### config.mk
export PLATFORM = sky130hd
export DESIGN_NAME = nstg_top
export DESIGN_NICKNAME = d
export VERILOG_FILES = /design/src/design/nstg_pkg.sv /design/src/design/nstg_top.sv
export SDC_FILE = /design/constraint.sdc
export NUM_CORES = 1
export LEC_CHECK = 0
export BUFFER_PORTS_ARGS = -buffer_cell sky130_fd_sc_hd__buf_2
export CORE_UTILIZATION = 51
export CTS_BUF_LIST = sky130_fd_sc_hd__clkbuf_4
export DETAILED_ROUTE_END_ITERATION = 12
export PLACE_DENSITY = 0.77
export SLEW_MARGIN = 15
export SYNTH_ARGS = -nofsm -noshare
export SYNTH_HDL_FRONTEND = slang
export SYNTH_SLANG_ARGS = --single-unit
### constraint.sdc
create_clock -name clk_in -period 2.5 [get_ports clk_in]
set_input_delay 0.75 -clock clk_in [delete_from_list [all_inputs] [get_ports clk_in]]
set_output_delay 0.75 -clock clk_in [all_outputs]
set_load 0.005 [all_outputs]
### src/design/nstg_pkg.sv
// Shared constants and types for the NAND strobe timing generator.
package nstg_pkg;

  // Source clock and controller clock limits, in kHz.
  localparam int unsigned CLK_KHZ          = 200000;
  localparam int unsigned MAX_CTRL_KHZ     = 66000;
  localparam int unsigned DEFAULT_CTRL_KHZ = 16630;

  // Divider ratio width and the ratios derived from the limits above.
  localparam int DIV_W = 6;
  // Least ratio that keeps the controller clock at or below its limit,
  // rounded up and then made even so both half periods are equal.
  localparam int unsigned MIN_DIV_RAW =
    (CLK_KHZ + MAX_CTRL_KHZ - 1) / MAX_CTRL_KHZ;
  localparam logic [DIV_W-1:0] MIN_DIV =
    DIV_W'(MIN_DIV_RAW + (MIN_DIV_RAW % 2));
  // Ratio giving the power-up controller clock, rounded to nearest.
  localparam logic [DIV_W-1:0] DEFAULT_DIV =
    DIV_W'((CLK_KHZ + DEFAULT_CTRL_KHZ / 2) / DEFAULT_CTRL_KHZ);

  // Phase lengths, in half periods of the controller clock.
  localparam int PH_W = 4;
  localparam logic [PH_W-1:0] WR_SETUP_HALVES = 4'h2;
  localparam logic [PH_W-1:0] WR_PULSE_HALVES = 4'h2;
  localparam logic [PH_W-1:0] WR_HOLD_HALVES  = 4'h2;
  localparam logic [PH_W-1:0] RD_READY_HALVES = 4'h8;
  localparam logic [PH_W-1:0] RD_LOW_HALVES   = 4'h3;
  localparam logic [PH_W-1:0] RD_HIGH_HALVES  = 4'h1;

  // Read data window at the capture edge, in ns, and in source cycles.
  localparam int unsigned CLK_PERIOD_PS   = 5000;
  localparam int unsigned RD_SETUP_NS     = 15;
  localparam int unsigned RD_HOLD_NS      = 0;
  localparam int unsigned RD_SETUP_CYCLES =
    (RD_SETUP_NS * 1000 + CLK_PERIOD_PS - 1) / CLK_PERIOD_PS;

  // Data bus width.
  localparam int DATA_W = 8;

  // Kinds of bus operation.
  typedef enum logic [1:0] {
    NSTG_OP_CMD  = 2'h0,
    NSTG_OP_ADDR = 2'h1,
    NSTG_OP_DATA = 2'h2,
    NSTG_OP_READ = 2'h3
  } nstg_op_e;

  // Sequencer states, one-hot.
  typedef enum logic [6:0] {
    NSTG_IDLE   = 7'h01,
    NSTG_WSETUP = 7'h02,
    NSTG_WPULSE = 7'h04,
    NSTG_WHOLD  = 7'h08,
    NSTG_RWAIT  = 7'h10,
    NSTG_RLOW   = 7'h20,
    NSTG_RHIGH  = 7'h40
  } nstg_state_e;

endpackage : nstg_pkg

### src/design/nstg_top.sv
// Strobe sequencer driving a NAND flash command, address and data bus.
`timescale 1ns/1ps
module nstg_top (
  input  wire logic                        clk_in,
  input  wire logic                        rst_in,
  input  wire logic [nstg_pkg::DIV_W-1:0]  flash_clk_divider_in,
  input  wire logic                        div_load_in,
  input  wire logic                        op_valid_in,
  input  wire nstg_pkg::nstg_op_e          op_kind_in,
  input  wire logic [nstg_pkg::DATA_W-1:0] op_data_in,
  output logic                             op_ready_out,
  output logic                             op_done_out,
  output logic [nstg_pkg::DATA_W-1:0]      rd_data_out,
  output logic                             rd_valid_out,
  output logic                             flash_chip_sel_n_out,
  output logic                             cmd_latch_en_out,
  output logic                             addr_latch_en_out,
  output logic                             flash_write_strobe_n_out,
  output logic                             flash_read_strobe_n_out,
  output logic [nstg_pkg::DATA_W-1:0]      flash_data_out,
  output logic                             flash_data_oe_out,
  input  wire logic [nstg_pkg::DATA_W-1:0] flash_data_in,
  input  wire logic                        flash_ready_in
);
  import nstg_pkg::*;

  nstg_state_e             state;
  nstg_state_e             next_state;
  nstg_op_e                op_kind;
  nstg_op_e                kind_now;
  logic [DIV_W-1:0]        div_ratio;
  logic [DIV_W-2:0]        half_cnt;
  logic [DIV_W-2:0]        half_len;
  logic                    half_tick;
  logic [PH_W-1:0]         phase;
  logic                    accept;
  logic                    ready_meta;
  logic                    ready_sync;
  logic [DATA_W-1:0]       data_meta;
  logic [DATA_W-1:0]       data_sync;
  logic                    write_next;

  // A new operation is taken only while the sequencer is idle.
  assign accept   = op_valid_in && (state == NSTG_IDLE);
  assign kind_now = (state == NSTG_IDLE) ? op_kind_in : op_kind;
  assign half_len = div_ratio[DIV_W-1:1];

  // Ratio store: power-up default until software loads a new one.
  always_ff @(posedge clk_in or posedge rst_in) begin
    if (rst_in) begin
      div_ratio <= DEFAULT_DIV;
    end else if (div_load_in) begin
      if (flash_clk_divider_in < MIN_DIV) begin
        div_ratio <= MIN_DIV;
      end else begin
        div_ratio <= flash_clk_divider_in;
      end
    end
  end

  // Half-period enable divider. It restarts on each accepted operation
  // so that every phase is an exact number of half periods long; the
  // price is that the controller clock is not free running. While the
  // read wait sees ready low the divider is held at zero, so the first
  // half period counted once ready returns is a whole one.
  always_ff @(posedge clk_in or posedge rst_in) begin
    if (rst_in) begin
      half_cnt <= '0;
    end else if (accept || half_tick) begin
      half_cnt <= '0;
    end else if (state == NSTG_RWAIT && !ready_sync) begin
      half_cnt <= '0;
    end else begin
      half_cnt <= half_cnt + 1'b1;
    end
  end

  assign half_tick = (state != NSTG_IDLE) && (half_cnt == half_len - 1'b1);

  // Two-stage synchronisers for the ready pin and the read data bus.
  always_ff @(posedge clk_in or posedge rst_in) begin
    if (rst_in) begin
      ready_meta <= 1'b0;
      ready_sync <= 1'b0;
      data_meta  <= '0;
      data_sync  <= '0;
    end else begin
      ready_meta <= flash_ready_in;
      ready_sync <= ready_meta;
      data_meta  <= flash_data_in;
      data_sync  <= data_meta;
    end
  end

  // Next-state decode; every phase ends on a half tick.
  always_comb begin
    next_state = state;
    case (state)
      NSTG_IDLE: begin
        if (op_valid_in) begin
          if (op_kind_in == NSTG_OP_READ) begin
            next_state = NSTG_RWAIT;
          end else begin
            next_state = NSTG_WSETUP;
          end
        end
      end
      NSTG_WSETUP: begin
        if (half_tick && phase == WR_SETUP_HALVES - 1'b1) begin
          next_state = NSTG_WPULSE;
        end
      end
      NSTG_WPULSE: begin
        if (half_tick && phase == WR_PULSE_HALVES - 1'b1) begin
          next_state = NSTG_WHOLD;
        end
      end
      NSTG_WHOLD: begin
        if (half_tick && phase == WR_HOLD_HALVES - 1'b1) begin
          next_state = NSTG_IDLE;
        end
      end
      NSTG_RWAIT: begin
        if (half_tick && ready_sync &&
            phase == RD_READY_HALVES - 1'b1) begin
          next_state = NSTG_RLOW;
        end
      end
      NSTG_RLOW: begin
        if (half_tick && phase == RD_LOW_HALVES - 1'b1) begin
          next_state = NSTG_RHIGH;
        end
      end
      NSTG_RHIGH: begin
        if (half_tick && phase == RD_HIGH_HALVES - 1'b1) begin
          next_state = NSTG_IDLE;
        end
      end
      default: begin
        next_state = NSTG_IDLE;
      end
    endcase
  end

  // State register and latched operation.
  always_ff @(posedge clk_in or posedge rst_in) begin
    if (rst_in) begin
      state   <= NSTG_IDLE;
      op_kind <= NSTG_OP_CMD;
    end else begin
      state <= next_state;
      if (accept) begin
        op_kind <= op_kind_in;
      end
    end
  end

  // Half-period count within a phase. Ready low during the wait starts
  // the count again, so the four periods are counted with ready held.
  always_ff @(posedge clk_in or posedge rst_in) begin
    if (rst_in) begin
      phase <= '0;
    end else if (next_state != state) begin
      phase <= '0;
    end else if (state == NSTG_RWAIT && !ready_sync) begin
      phase <= '0;
    end else if (half_tick) begin
      phase <= phase + 1'b1;
    end
  end

  assign write_next = (next_state == NSTG_WSETUP) ||
                      (next_state == NSTG_WPULSE) ||
                      (next_state == NSTG_WHOLD);

  // Pin drivers, registered from the next state so each pin changes in
  // the same edge as the state. Latches drop with the last hold phase.
  always_ff @(posedge clk_in or posedge rst_in) begin
    if (rst_in) begin
      flash_chip_sel_n_out     <= 1'b1;
      cmd_latch_en_out         <= 1'b0;
      addr_latch_en_out        <= 1'b0;
      flash_write_strobe_n_out <= 1'b1;
      flash_read_strobe_n_out  <= 1'b1;
      flash_data_oe_out        <= 1'b0;
    end else begin
      flash_chip_sel_n_out     <= (next_state == NSTG_IDLE);
      cmd_latch_en_out         <= write_next &&
                                  (kind_now == NSTG_OP_CMD);
      addr_latch_en_out        <= write_next &&
                                  (kind_now == NSTG_OP_ADDR);
      flash_write_strobe_n_out <= (next_state != NSTG_WPULSE);
      flash_read_strobe_n_out  <= (next_state != NSTG_RLOW);
      flash_data_oe_out        <= write_next;
    end
  end

  // Write data is set on accept and kept until the next write is taken.
  always_ff @(posedge clk_in or posedge rst_in) begin
    if (rst_in) begin
      flash_data_out <= '0;
    end else if (accept && op_kind_in != NSTG_OP_READ) begin
      flash_data_out <= op_data_in;
    end
  end

  // Read capture at the rising read strobe edge. The data seen here left
  // the pins two cycles earlier through the synchroniser, which adds those
  // two cycles to the setup window the flash must meet.
  always_ff @(posedge clk_in or posedge rst_in) begin
    if (rst_in) begin
      rd_data_out  <= '0;
      rd_valid_out <= 1'b0;
    end else begin
      rd_valid_out <= 1'b0;
      if (state == NSTG_RLOW && next_state == NSTG_RHIGH) begin
        rd_data_out  <= data_sync;
        rd_valid_out <= 1'b1;
      end
    end
  end

  // Handshake to the user side.
  always_ff @(posedge clk_in or posedge rst_in) begin
    if (rst_in) begin
      op_ready_out <= 1'b1;
      op_done_out  <= 1'b0;
    end else begin
      op_ready_out <= (next_state == NSTG_IDLE);
      op_done_out  <= (state != NSTG_IDLE) && (next_state == NSTG_IDLE);
    end
  end

endmodule : nstg_top

==> PnR_summary.wiki, run 1 <==
{| class="wikitable"
! Metric !! Value
|-
| Met2 wire length || 2380 microns
|-
| Chip Height || 76.6 microns
|-
| Worst path top cell family by delay || simple AND/OR/NAND/NOR gates
|-
| Netlist cell types || 52
|-
| Total of endpoints with negative setup slack in the final report || 0
|-
| Syn avg cell area || 12.2 sq um
|-
| Minimum clock period after layout || 2360 ps
|-
| Ranking of synthesized cells by area || sky130_fd_sc_hd__dfrtp_1 52%, sky130_fd_sc_hd__mux2_2 7.9%, sky130_fd_sc_hd__dfstp_2 5.6%
|-
| DR vias/cell || 5.25
|-
| Number of antenna violations at the first check in global routing || 0
|-
| Critical setup path kind || register to register
|-
| M1 WL || 2210 microns
|-
| Setup Total Neg Slack || 0 ps
|-
| CTS Sinks || 65
|-
| Sort of element at the end of the critical path || register
|-
| H-tree levels || 3
|-
| Placed wire-length estimate || 3450 microns
|-
| Layout Area Growth over Synthesis || 19.7%
|-
| Combined area of all synthesized cells || 0.00284 sq mm
|-
| CP max stage delay || 560 ps
|-
| Count of final max-slew check failures || 0
|-
| Status || completed
|-
| Fraction of synthesized area in multiplexers || 9.14%
|-
| Number of violations reported at the end of detailed-routing iteration 0 || 118
|-
| Worst-case clock buffer depth || 2
|-
| Worst min path class || register to register
|-
| Final Routed Wirelength || 4890 microns
|-
| P_leak || 1.65 nW
|-
| Dominant combinational cell family by area after synthesis || simple AND/OR/NAND/NOR gates
|-
| Number of synthesized flops with an enable pin || 0
|-
| Count of vias placed by the detailed router || 1918
|-
| Synthesized netlist net count || 267
|-
| DR top layer || met4
|-
| Area of the core || 0.00524 sq mm
|-
| Hold_buf cts || 0
|-
| Crit path buf inv count || 1
|-
| IO Port Bufs || 52
|-
| Period utilization || 94.6%
|-
| Skew-Pair Late Insertion Delay || 410 ps
|-
| VDD IR-drop max || 0.000671 V
|-
| Global-route wire length before repair || 8490 microns
|-
| Maximum number of pins on one net before global-route repair || 66
|-
| CTS clk-pin slew, worst paths || 120 ps
|-
| Post-route DRC violation count || 0
|-
| Tightest slew margin relative to the limit || 61.1%
|-
| Total power density per cell area || 909 mW/mm^2
|-
| Most used flip-flop cell after synthesis || sky130_fd_sc_hd__dfrtp_1
|-
| Worst path arrival time || 2670 ps
|-
| Share of final-layout standard cells stronger than drive strength 1 || 38.0%
|-
| Basic-gate share of the synthesized area counting and, or, nand and nor cells || 14.3%
|-
| Maximum fanout along the worst path || 4
|-
| Slowest-stage cell, CP || sky130_fd_sc_hd__dfstp_2
|-
| Number of standard cells after synthesis || 232
|-
| GRT overflow || 0
|-
| Slew of the pin with the lowest slew margin || 579 ps
|-
| Placement Rows || 26
|-
| PnR worst setup slack || 136 ps
|-
| Seq/Total Area, Yosys || 57.6%
|-
| Clock tree from TritonCTS || built
|-
| Number of flip-flops and latches in the synthesized netlist || 65
|-
| Count of nets after finishing || 325
|-
| Data required, critical path || 2810 ps
|-
| Worst setup slack before clock tree synthesis || 41.8 ps
|-
| Horizontal die dimension || 76.6 microns
|-
| Post-Synth Adder-Cell Area || 2.65%
|-
| Buffer type at the clock tree root || sky130_fd_sc_hd__clkbuf_4
|-
| Count of max-cap constraint violations || 0
|-
| Series of cell instances along the critical path || inv_2 -> ha_4 -> xor2_2 -> nand3_2 -> nor4_4 -> or3b_4 -> and3b_1 -> o21a_1
|-
| Synth Warn # || 0
|-
| Hold Fails Final Rpt || 0
|-
| Most instantiated library cell after synthesis || sky130_fd_sc_hd__dfrtp_1
|-
| TritonCTS Buffers || 9
|-
| Post-synth top area share || 52.1%
|-
| Number of buffers added for setup after CTS || 0
|-
| Routed Antenna Nets || 0
|-
| Complex-gate fraction of the synthesized area || 7.55%
|-
| Ports || 54
|-
| Number of optimization iterations in the first detailed-route pass || 4
|-
| Cell type with the highest aggregate area in the netlist || sky130_fd_sc_hd__dfrtp_1
|-
| Antenna diode count || 0
|-
| Die Outline Area || 0.00586 sq mm
|-
| Total GRT Usage || 18.9%
|-
| Post-detailed-route wirelength per cell || 13.4 microns
|-
| Post-CTS Resized || 0
|-
| Upper clock frequency limit || 0.423 GHz
|-
| Setup repair after global routing missed its margin || no
|-
| Worst-case clock skew || 9.44 ps
|-
| Proportion of synthesized flip-flops having asynchronous set or reset || 100%
|-
| Initial standard-cell utilization of the core || 54.1%
|-
| Synth Area in XOR/XNOR || 5.12%
|-
| Met3 wire length || 206 microns
|-
| Cell area after layout || 0.00339 sq mm
|-
| Vias in the first global route || 1908
|-
| Type of origin of the critical path || register
|-
| Overall power || 3.08 mW
|-
| Most instantiated cells after synthesis || 59 x sky130_fd_sc_hd__dfrtp_1, 20 x sky130_fd_sc_hd__mux2_2, 15 x sky130_fd_sc_hd__nor2_1
|-
| Standard cell area after detailed placement || 0.00317 sq mm
|-
| Routability cong. || 0.835
|}
[path summary, 6_finish.rpt]
kind                                          start                    endpoint  slack [ps]  cells past startpoint
max                        div_ratio[2]$_DFFE_PP1P_          state[2]$_DFF_PP0_         140                      8
min reg2reg                    ready_meta$_DFF_PP0_        ready_sync$_DFF_PP0_         360                      0
min                            ready_meta$_DFF_PP0_        ready_sync$_DFF_PP0_         360                      0
max in group asynchronous                    rst_in    div_ratio[2]$_DFFE_PP1P_        1810                      3
min in group asynchronous                    rst_in  rd_data_out[4]$_DFFE_PP0P_         370                      3
max reg2reg                div_ratio[2]$_DFFE_PP1P_          state[2]$_DFF_PP0_         140                      8
[report_power, final]
part / switching (mW) / leakage, nW / total [mW] / internal (mW)
logic: 0.424 / 0.751 / 0.872 / 0.449
clock network: 0.404 / 0.0913 / 0.820 / 0.416
registers: 0.139 / 0.808 / 1.39 / 1.25
total: 0.967 / 1.65 / 3.08 / 2.12
[layout by cell type, fill, tap and decap left out, types with 2 or more instances in the layout]
cell type and instances:
sky130_fd_sc_hd__nor3b_2 2, sky130_fd_sc_hd__mux2i_1 2, sky130_fd_sc_hd__a21oi_1 3, sky130_fd_sc_hd__xor2_1 5
sky130_fd_sc_hd__mux2_2 20, sky130_fd_sc_hd__nand2_1 10, sky130_fd_sc_hd__dfstp_2 6, sky130_fd_sc_hd__o21ai_0 6
sky130_fd_sc_hd__inv_1 11, sky130_fd_sc_hd__a21boi_0 2, sky130_fd_sc_hd__buf_4 2, sky130_fd_sc_hd__o21a_1 2
sky130_fd_sc_hd__nor3b_1 3, sky130_fd_sc_hd__xnor2_1 8, sky130_fd_sc_hd__buf_2 52, sky130_fd_sc_hd__inv_2 2
sky130_fd_sc_hd__ha_1 5, sky130_fd_sc_hd__or3_1 3, sky130_fd_sc_hd__dfrtp_1 59, sky130_fd_sc_hd__nor4_1 2
sky130_fd_sc_hd__nor2_1 15, sky130_fd_sc_hd__and3_1 2, sky130_fd_sc_hd__bufinv_16 2, sky130_fd_sc_hd__clkbuf_4 9
sky130_fd_sc_hd__nor2b_1 3, sky130_fd_sc_hd__nand2b_1 2, sky130_fd_sc_hd__nor3_1 8, sky130_fd_sc_hd__a31oi_1 4
sky130_fd_sc_hd__nand3_1 7, sky130_fd_sc_hd__inv_6 3, sky130_fd_sc_hd__o22ai_1 3, sky130_fd_sc_hd__o211ai_1 3
[area by class of cell]
cell class / count / area (sq um)
clock buffers: 9 / 67.6
clock inverters: 7 / 100
repair buffers: 56 / 307
inverters: 13 / 48.8
fillers: 420 / 1840
multi-input cells: 145 / 1150
well taps: 70 / 87.6
flip-flops and latches: 65 / 1630
[registers in the layout, indices dropped and copies added (netlist names), 2 cells and up]
register and count:
div_ratio 5, flash_data_out 8, half_cnt 5, state 7
phase 4, op_kind 2, rd_data_out 8, data_sync 8
data_meta 8
[through the flow]
| step | util, % | cells | hold WS [ps] |
|---|---|---|---|
| after detailed placement | 60.6 | 349 | 336 |
| after global routing | 64.8 | 365 | 369 |
| after global placement | 60.6 | 349 | 332 |
| after floorplan | - | 232 | 331 |
| after CTS | 63.8 | 365 | 353 |
| final | 64.8 | 365 | 359 |
[cells by family after synthesis]
group,after synthesis
buffers and inverters,22
muxes,23
xor gates and xnor gates,15
DFF,65
adders and majority gates,6
AOI/OAI and AO/OA,32
and+or+nand+nor,69
[metal layers]
| metal | global-route usage, % | vias up |
|---|---|---|
| met5 | 0 | - |
| met4 | 10.4 | 0 |
| met3 | 4.07 | 9 |
| met2 | 30.4 | 54 |
| met1 | 23.7 | 926 |
| li1 | - | 929 |
Note: power is estimated with default switching activity, not from simulation.
==> run 2: changes to the inputs <==
CORE_UTILIZATION = 40   (was 51)
PLACE_DENSITY = default   (was 0.77)
==> run 2 against run 1 <==
  * Clock skew is 8.0 ps higher
  * Critical path depth stayed put
  * Count of clock-buffer cells in the layout stayed put
  * Wire length is 1.8% higher
  * Global-route usage is 3.7 points lower
  * Total power is 4.1% lower
==> PnR_summary.wiki, run 2 (synthesis gave the netlist of run 1 again) <==
{| class="wikitable"
! Metric !! Value
|-
| VDD IR-drop max || 0.000377 V (was 0.000671 V)
|-
| Status || completed (unchanged)
|-
| Skew-Pair Late Insertion Delay || 410 ps (about the same)
|-
| Sequential share of power || 46.9% (was 45.1%)
|-
| Count of final max-slew check failures || 0 (unchanged)
|-
| Global-route wire length before repair || 8430 microns (was 8490 microns)
|-
| Count of max-cap constraint violations || 0 (unchanged)
|-
| IO Port Bufs || 52 (unchanged)
|-
| Die Outline Area || 0.00743 sq mm (was 0.00586 sq mm)
|-
| Hold_buf cts || 0 (unchanged)
|-
| Period utilization || 95.9% (was 94.6%)
|-
| Combinational share of power || 28.7% (was 28.3%)
|-
| Placed cell count || 376 (was 349)
|-
| PnR worst setup slack || 103 ps (was 136 ps)
|-
| Upper clock frequency limit || 0.417 GHz (was 0.423 GHz)
|-
| Total GRT Usage || 15.1% (was 18.9%)
|-
| Placed wire-length estimate || 3530 microns (was 3450 microns)
|-
| P_leak || 1.64 nW (was 1.65 nW)
|-
| Non-filler instance count after layout || 392 (was 365)
|-
| Ports || 54 (unchanged)
|-
| Most frequent cells in the layout || 59 x sky130_fd_sc_hd__dfrtp_1, 52 x sky130_fd_sc_hd__buf_2, 20 x sky130_fd_sc_hd__mux2_2, 15 x sky130_fd_sc_hd__nor2_1, 12 x sky130_fd_sc_hd__inv_1 (was 59 x sky130_fd_sc_hd__dfrtp_1, 52 x sky130_fd_sc_hd__buf_2, 20 x sky130_fd_sc_hd__mux2_2, 15 x sky130_fd_sc_hd__nor2_1, 11 x sky130_fd_sc_hd__inv_1)
|-
| Antenna diode count || 0 (unchanged)
|-
| Count of vias placed by the detailed router || 1916 (was 1918)
|-
| Slew of the pin with the lowest slew margin || 607 ps (was 579 ps)
|-
| Worst path arrival time || 2660 ps (was 2670 ps)
|-
| Area of the core || 0.00683 sq mm (was 0.00524 sq mm)
|-
| Maximum fanout along the worst path || 4 (unchanged)
|-
| Count of nets after finishing || 326 (was 325)
|-
| Tightest slew margin relative to the limit || 59.2% (was 61.1%)
|-
| CP max stage delay || 550 ps (was 560 ps)
|-
| Total power density per cell area || 878 mW/mm^2 (was 909 mW/mm^2)
|-
| Initial standard-cell utilization of the core || 41.5% (was 54.1%)
|-
| Setup Total Neg Slack || 0 ps (unchanged)
|-
| Number of optimization iterations in the first detailed-route pass || 4 (unchanged)
|-
| Vias in the first global route || 1861 (was 1908)
|-
| Data required, critical path || 2770 ps (was 2810 ps)
|-
| Share of final-layout standard cells stronger than drive strength 1 || 36.1% (was 38.0%)
|-
| CTS Sinks || 65 (unchanged)
|-
| Setup repair after global routing missed its margin || yes (was no)
|-
| CTS clk-pin slew, worst paths || 120 ps (about the same)
|-
| Horizontal die dimension || 86.2 microns (was 76.6 microns)
|-
| Final Routed Wirelength || 4970 microns (was 4890 microns)
|-
| DR vias/cell || 4.89 (was 5.25)
|-
| Chip Height || 86.2 microns (was 76.6 microns)
|-
| Internal cell power || 2.00 mW (was 2.12 mW)
|-
| Layout Area Growth over Synthesis || 18.8% (was 19.7%)
|-
| Routability cong. || 0.857 (was 0.835)
|-
| Post-detailed-route wirelength per cell || 12.7 microns (was 13.4 microns)
|-
| Worst min path class || input pin to async pin (was register to register)
|-
| Placement Rows || 30 (was 26)
|-
| Final-layout worst hold slack || 348 ps (was 359 ps)
|-
| Number of antenna violations at the first check in global routing || 0 (unchanged)
|-
| Number of violations reported at the end of detailed-routing iteration 0 || 97 (was 118)
|-
| GRT overflow || 0 (unchanged)
|-
| Series of cell instances along the critical path || inv_1 -> ha_1 -> xnor3_1 -> nand3_1 -> nor4_4 -> or3b_1 -> mux2i_2 -> a31oi_1 (was inv_2 -> ha_4 -> xor2_2 -> nand3_2 -> nor4_4 -> or3b_4 -> and3b_1 -> o21a_1)
|-
| Routed Antenna Nets || 0 (unchanged)
|-
| Worst setup slack before clock tree synthesis || 32.6 ps (was 41.8 ps)
|-
| Post-route DRC violation count || 0 (unchanged)
|-
| Total of endpoints with negative setup slack in the final report || 0 (unchanged)
|-
| Clock tree from TritonCTS || built (unchanged)
|-
| Utilization after layout || 49.3% (was 64.8%)
|-
| Type of origin of the critical path || register (unchanged)
|-
| H-tree levels || 3 (unchanged)
|-
| Minimum clock period after layout || 2400 ps (was 2360 ps)
|-
| Hold Fails Final Rpt || 0 (unchanged)
|-
| Maximum number of pins on one net before global-route repair || 32 (was 66)
|-
| Critical setup path kind || register to register (unchanged)
|-
| Part of the power in the clock network || 24.4% (was 26.6%)
|-
| Power dissipated by switching net loads || 0.953 mW (was 0.967 mW)
|-
| Worst-case clock skew || 17.4 ps (was 9.44 ps)
|-
| Switching fraction of total power || 32.2% (was 31.4%)
|-
| Slowest-stage cell, CP || sky130_fd_sc_hd__dfstp_2 (unchanged)
|-
| Leading cell type in the layout, fill and taps excluded || sky130_fd_sc_hd__dfrtp_1 (unchanged)
|-
| Worst-case clock buffer depth || 2 (unchanged)
|-
| Buffer type at the clock tree root || sky130_fd_sc_hd__clkbuf_4 (unchanged)
|-
| TritonCTS Buffers || 9 (unchanged)
|-
| Sort of element at the end of the critical path || register (unchanged)
|}
run 2: through the flow:
stage	power, mW	cell area [sq um]
after global routing	3.17	3370
after CTS	2.99	3360
after global placement	2.24	3210
after detailed placement	2.25	3210
after floorplan	2.01	2840
final	2.96	3370
run 2: worst paths after layout:
path | slack [ps] | to | start | depth (start not counted)
max in group asynchronous | 1510 | op_ready_out$_DFF_PP1_ | rst_in | 3
max reg2reg | 100 | addr_latch_en_out$_DFF_PP0_ | div_ratio[2]$_DFFE_PP1P_ | 8
max | 100 | addr_latch_en_out$_DFF_PP0_ | div_ratio[2]$_DFFE_PP1P_ | 8
min | 350 | rd_data_out[6]$_DFFE_PP0P_ | rst_in | 2
min reg2reg | 350 | data_sync[0]$_DFF_PP0_ | data_meta[0]$_DFF_PP0_ | 0
min in group clk_in | 350 | data_sync[0]$_DFF_PP0_ | data_meta[0]$_DFF_PP0_ | 0
run 2: final cells by class:
cell class / instances / area, sq um
Multi-Input combinational cell: 145 / 1110
Inverter: 13 / 48.8
Sequential cell: 65 / 1630
Clock buffer: 9 / 67.6
Timing Repair Buffer: 57 / 310
Clock inverter: 7 / 78.8
Fill cell: 649 / 3460
Tap cell: 96 / 120
run 2: per-layer routing:
| metal | track usage [%] | up-vias | share of wire [%] |
|---|---|---|---|
| met5 | 0 | - | 0 |
| met4 | 9.09 | 0 | 2.5 |
| met3 | 3.62 | 11 | 4.5 |
| met2 | 24.7 | 49 | 48 |
| met1 | 18.2 | 924 | 45 |
| li1 | - | 932 | - |
run 2: power groups by stage:
stage	Sequential, mW	Combinational, mW	Clock (mW)
after floorplan	1.37	0.640	0
after global placement	1.40	0.841	0
after detailed placement	1.41	0.845	0
after CTS	1.39	0.851	0.755
after global routing	1.42	0.953	0.803
final	1.39	0.850	0.720
run 2: repair_timing:
item | 4_1_cts | 5_1_grt
setup buffers | 0 | 0
endpoints found under the setup margin | 0 | 9
gates resized for setup | 0 | 1
run 2: critical path: cells and delay by family (launching register included):
kind / cells / cell delay, ps
AO/OA/AOI/OAI: 1 / 110
flip-flops: 1 / 550
XOR/XNOR: 1 / 360
adder cells (fa/ha/maj): 1 / 190
AND/OR/NAND/NOR: 3 / 740
multiplexers: 1 / 260
buffers and inverters: 1 / 50
==> run 3: changes to the inputs <==
ABC_AREA = 1   (was default)
==> run 3 against run 2 <==
  * Area after synthesis is 2.6% higher
  * Design area grew 2.3%
  * Flip-flop and latch count unchanged
  * Utilization up 0.59 points
  * Fmax increased by 12%
  * Via count rose by 12%
  * Critical path type unchanged
  * Die area grew 2.6%
  * Hold slack worse by 46 ps
  * Highest routed layer unchanged
  * Critical endpoint is now phase[0]$_DFFE_PP0P_
  * Setup slack improved by 260 ps
  * Critical path depth increased by 6
  * Count of clock-buffer cells in the layout unchanged
==> PnR_summary.wiki, run 3 <==
{| class="wikitable"
! Metric !! Value
|-
| Status || completed (unchanged)
|-
| Ranking of synthesized cells by area || sky130_fd_sc_hd__dfrtp_1 51%, sky130_fd_sc_hd__nand2_1 10%, sky130_fd_sc_hd__dfstp_2 5.4% (was sky130_fd_sc_hd__dfrtp_1 52%, sky130_fd_sc_hd__mux2_2 7.9%, sky130_fd_sc_hd__dfstp_2 5.6%)
|-
| Global-route wire length before repair || 9290 microns (was 8430 microns)
|-
| Setup Total Neg Slack || 0 ps (unchanged)
|-
| Final Routed Wirelength || 5370 microns (was 4970 microns)
|-
| Reg2reg setup slack || 360 ps (was 100 ps)
|-
| Origin of the critical flop-to-flop path || div_ratio[2]$_DFFE_PP1P_ (unchanged)
|-
| Placement Rows || 30 (unchanged)
|-
| Vias in the first global route || 2106 (was 1861)
|-
| Horizontal die dimension || 87.3 microns (was 86.2 microns)
|-
| Count of nets after finishing || 404 (was 326)
|-
| TritonCTS Buffers || 9 (unchanged)
|-
| Most frequent cells in the layout || 80 x sky130_fd_sc_hd__nand2_1, 59 x sky130_fd_sc_hd__dfrtp_1, 52 x sky130_fd_sc_hd__buf_2, 28 x sky130_fd_sc_hd__inv_1, 20 x sky130_fd_sc_hd__nor2_1 (was 59 x sky130_fd_sc_hd__dfrtp_1, 52 x sky130_fd_sc_hd__buf_2, 20 x sky130_fd_sc_hd__mux2_2, 15 x sky130_fd_sc_hd__nor2_1, 12 x sky130_fd_sc_hd__inv_1)
|-
| IO Port Bufs || 52 (unchanged)
|-
| Hold Fails Final Rpt || 0 (unchanged)
|-
| DR vias/cell || 4.57 (was 4.89)
|-
| Worst flop-to-flop path endpoint || phase[0]$_DFFE_PP0P_ (was addr_latch_en_out$_DFF_PP0_)
|-
| Hold_buf cts || 0 (unchanged)
|-
| VDD IR-drop max || 0.000578 V (was 0.000377 V)
|-
| Worst Reg-to-Reg Cells || 14 (was 8)
|-
| Minimum clock period after layout || 2140 ps (was 2400 ps)
|-
| Initial standard-cell utilization of the core || 42.1% (was 41.5%)
|-
| Proportion of synthesized flip-flops having asynchronous set or reset || 100% (unchanged)
|-
| Count of final max-slew check failures || 0 (unchanged)
|-
| Count of vias placed by the detailed router || 2149 (was 1916)
|-
| Combined area of all synthesized cells || 0.00291 sq mm (was 0.00284 sq mm)
|-
| Post-detailed-route wirelength per cell || 11.4 microns (was 12.7 microns)
|-
| Overall power || 2.88 mW (was 2.96 mW)
|-
| Ports || 54 (unchanged)
|-
| CTS Sinks || 65 (unchanged)
|-
| Post-synth top area share || 50.7% (was 52.1%)
|-
| Placed wire-length estimate || 4070 microns (was 3530 microns)
|-
| Number of violations reported at the end of detailed-routing iteration 0 || 83 (was 97)
|-
| Post-CTS Resized || 0 (unchanged)
|-
| Most used flip-flop cell after synthesis || sky130_fd_sc_hd__dfrtp_1 (unchanged)
|-
| Cell type with the highest aggregate area in the netlist || sky130_fd_sc_hd__dfrtp_1 (unchanged)
|-
| Antenna diode count || 0 (unchanged)
|-
| Worst path arrival time || 2440 ps (was 2660 ps)
|-
| P_leak || 1.84 nW (was 1.64 nW)
|-
| Number of flip-flops and latches in the synthesized netlist || 65 (unchanged)
|-
| Post-route DRC violation count || 0 (unchanged)
|-
| Number of buffers added for setup after CTS || 0 (unchanged)
|-
| Total power density per cell area || 837 mW/mm^2 (was 878 mW/mm^2)
|-
| Skew-Pair Late Insertion Delay || 400 ps (was 410 ps)
|-
| Total GRT Usage || 16.1% (was 15.1%)
|-
| Number of standard cells after synthesis || 307 (was 232)
|-
| Chip Height || 87.3 microns (was 86.2 microns)
|-
| Synth Warn # || 0 (unchanged)
|-
| Routability cong. || 0.816 (was 0.857)
|-
| Share of final-layout standard cells stronger than drive strength 1 || 33.7% (was 36.1%)
|-
| CTS clk-pin slew, worst paths || 120 ps (about the same)
|-
| Buffer type at the clock tree root || sky130_fd_sc_hd__clkbuf_4 (unchanged)
|-
| Critical setup path kind || register to register (unchanged)
|-
| Multi-input combinational cell area || 0.00109 sq mm (was 0.00111 sq mm)
|-
| Worst-case clock buffer depth || 2 (unchanged)
|-
| Syn avg cell area || 9.48 sq um (was 12.2 sq um)
|-
| Clock tree from TritonCTS || built (unchanged)
|-
| Sort of element at the end of the critical path || register (unchanged)
|-
| Setup repair after global routing missed its margin || no (was yes)
|-
| Worst-case clock skew || 19.0 ps (was 17.4 ps)
|-
| GRT overflow || 0 (unchanged)
|-
| Maximum number of pins on one net before global-route repair || 49 (was 32)
|-
| Storage element area || 0.00163 sq mm (unchanged)
|-
| Maximum fanout along the worst path || 10 (was 4)
|-
| Synthesized netlist net count || 342 (was 267)
|-
| Data required, critical path || 2800 ps (was 2770 ps)
|-
| Number of optimization iterations in the first detailed-route pass || 4 (unchanged)
|-
| Slew of the pin with the lowest slew margin || 500 ps (was 607 ps)
|-
| Area of the core || 0.00691 sq mm (was 0.00683 sq mm)
|-
| Upper clock frequency limit || 0.467 GHz (was 0.417 GHz)
|-
| Tightest slew margin relative to the limit || 66.7% (was 59.2%)
|-
| Number of synthesized flops with an enable pin || 0 (unchanged)
|-
| Worst min path class || input pin to async pin (unchanged)
|-
| Count of max-cap constraint violations || 0 (unchanged)
|-
| Most instantiated library cell after synthesis || sky130_fd_sc_hd__nand2_1 (was sky130_fd_sc_hd__dfrtp_1)
|-
| Leading cell type in the layout, fill and taps excluded || sky130_fd_sc_hd__nand2_1 (was sky130_fd_sc_hd__dfrtp_1)
|-
| Routed Antenna Nets || 0 (unchanged)
|-
| Number of antenna violations at the first check in global routing || 0 (unchanged)
|-
| Seq/Total Area, Yosys || 56.1% (was 57.6%)
|-
| Total of endpoints with negative setup slack in the final report || 0 (unchanged)
|-
| Filler cell count in the final layout || 698 (was 649)
|-
| Period utilization || 85.6% (was 95.9%)
|-
| Layout Area Growth over Synthesis || 18.4% (was 18.8%)
|-
| Most instantiated cells after synthesis || 80 x sky130_fd_sc_hd__nand2_1, 59 x sky130_fd_sc_hd__dfrtp_1, 29 x sky130_fd_sc_hd__inv_1 (was 59 x sky130_fd_sc_hd__dfrtp_1, 20 x sky130_fd_sc_hd__mux2_2, 15 x sky130_fd_sc_hd__nor2_1)
|-
| H-tree levels || 3 (unchanged)
|-
| Die Outline Area || 0.00762 sq mm (was 0.00743 sq mm)
|-
| Netlist cell types || 35 (was 52)
|-
| Type of origin of the critical path || register (unchanged)
|}
run 3: changes by cell type after synthesis, moves of 12 or more:
cell,change
sky130_fd_sc_hd__inv_1,+16
sky130_fd_sc_hd__mux2_2,-12
sky130_fd_sc_hd__inv_2,+15
sky130_fd_sc_hd__nand2_1,+70
run 3: power by group:
part	leakage [nW]	internal, mW	switching [mW]
Sequential	0.810	1.24	0.108
Combinational	0.956	0.350	0.466
Clock	0.0769	0.313	0.404
Total	1.84	1.91	0.978
run 3: worst max path at each step:
stage,start,to,slack [ps],cells past startpoint
final,div_ratio[2]$_DFFE_PP1P_,phase[0]$_DFFE_PP0P_,360,14
after global routing,div_ratio[2]$_DFFE_PP1P_,rd_data_out[7]$_DFFE_PP0P_,120,14
after CTS,div_ratio[2]$_DFFE_PP1P_,phase[0]$_DFFE_PP0P_,330,15
after detailed placement,div_ratio[2]$_DFFE_PP1P_,phase[0]$_DFFE_PP0P_,350,15
after global placement,div_ratio[2]$_DFFE_PP1P_,phase[0]$_DFFE_PP0P_,390,15
after floorplan,rst_in,addr_latch_en_out$_DFF_PP0_,130,1
run 3: final cells by class:
class	count	area share, %
Sequential cell	65	47.4
Multi-Input combinational cell	195	31.8
Timing Repair Buffer	53	8.14
Inverter	45	4.94
Tap cell	96	3.49
Clock inverter	7	2.25
Clock buffer	9	1.96
run 3: routing by layer:
layer | track usage [%] | vias to the layer above | routed length (microns)
met3 | 3.60 | 7 | 218
li1 | - | 1101 | -
met4 | 8.79 | 0 | 128
met1 | 19.7 | 993 | 2490
met5 | 0 | - | 0
met2 | 26.4 | 48 | 2540
run 3: cell families after synthesis:
group / share of synthesized area [%]
multiplexers: 3.10
AO/OA/AOI/OAI: 6.41
flip-flops: 56.1
adder cells (fa/ha/maj): 2.58
buffers and inverters: 6.23
AND/OR/NAND/NOR: 25.5
run 3: worst max-delay path, stage by stage, from the launching register on:
cell                      delay, ps
sky130_fd_sc_hd__dfstp_2        560
sky130_fd_sc_hd__inv_2           40
sky130_fd_sc_hd__ha_1           220
sky130_fd_sc_hd__inv_1           90
sky130_fd_sc_hd__nand2_1         50
sky130_fd_sc_hd__nand3_1         70
sky130_fd_sc_hd__nand2_1         80
sky130_fd_sc_hd__a21oi_4        220
sky130_fd_sc_hd__nand2_4        130
sky130_fd_sc_hd__o21ai_2        150
sky130_fd_sc_hd__nand2_1         80
sky130_fd_sc_hd__inv_2           60
sky130_fd_sc_hd__nand3_2         80
sky130_fd_sc_hd__nor2_4         150
sky130_fd_sc_hd__nor2_1          50
run 3: through the flow:
step / utilization, % / worst slack [ps] / area, sq um / hold WS, ps / std cells
after floorplan: - / 133 / 2910 / 331 / 307
after global placement: 47.8 / 394 / 3300 / 332 / 454
after detailed placement: 47.8 / 354 / 3300 / 335 / 454
after CTS: 49.9 / 332 / 3440 / 281 / 470
after global routing: 49.9 / 125 / 3440 / 291 / 470
final: 49.9 / 359 / 3440 / 302 / 470
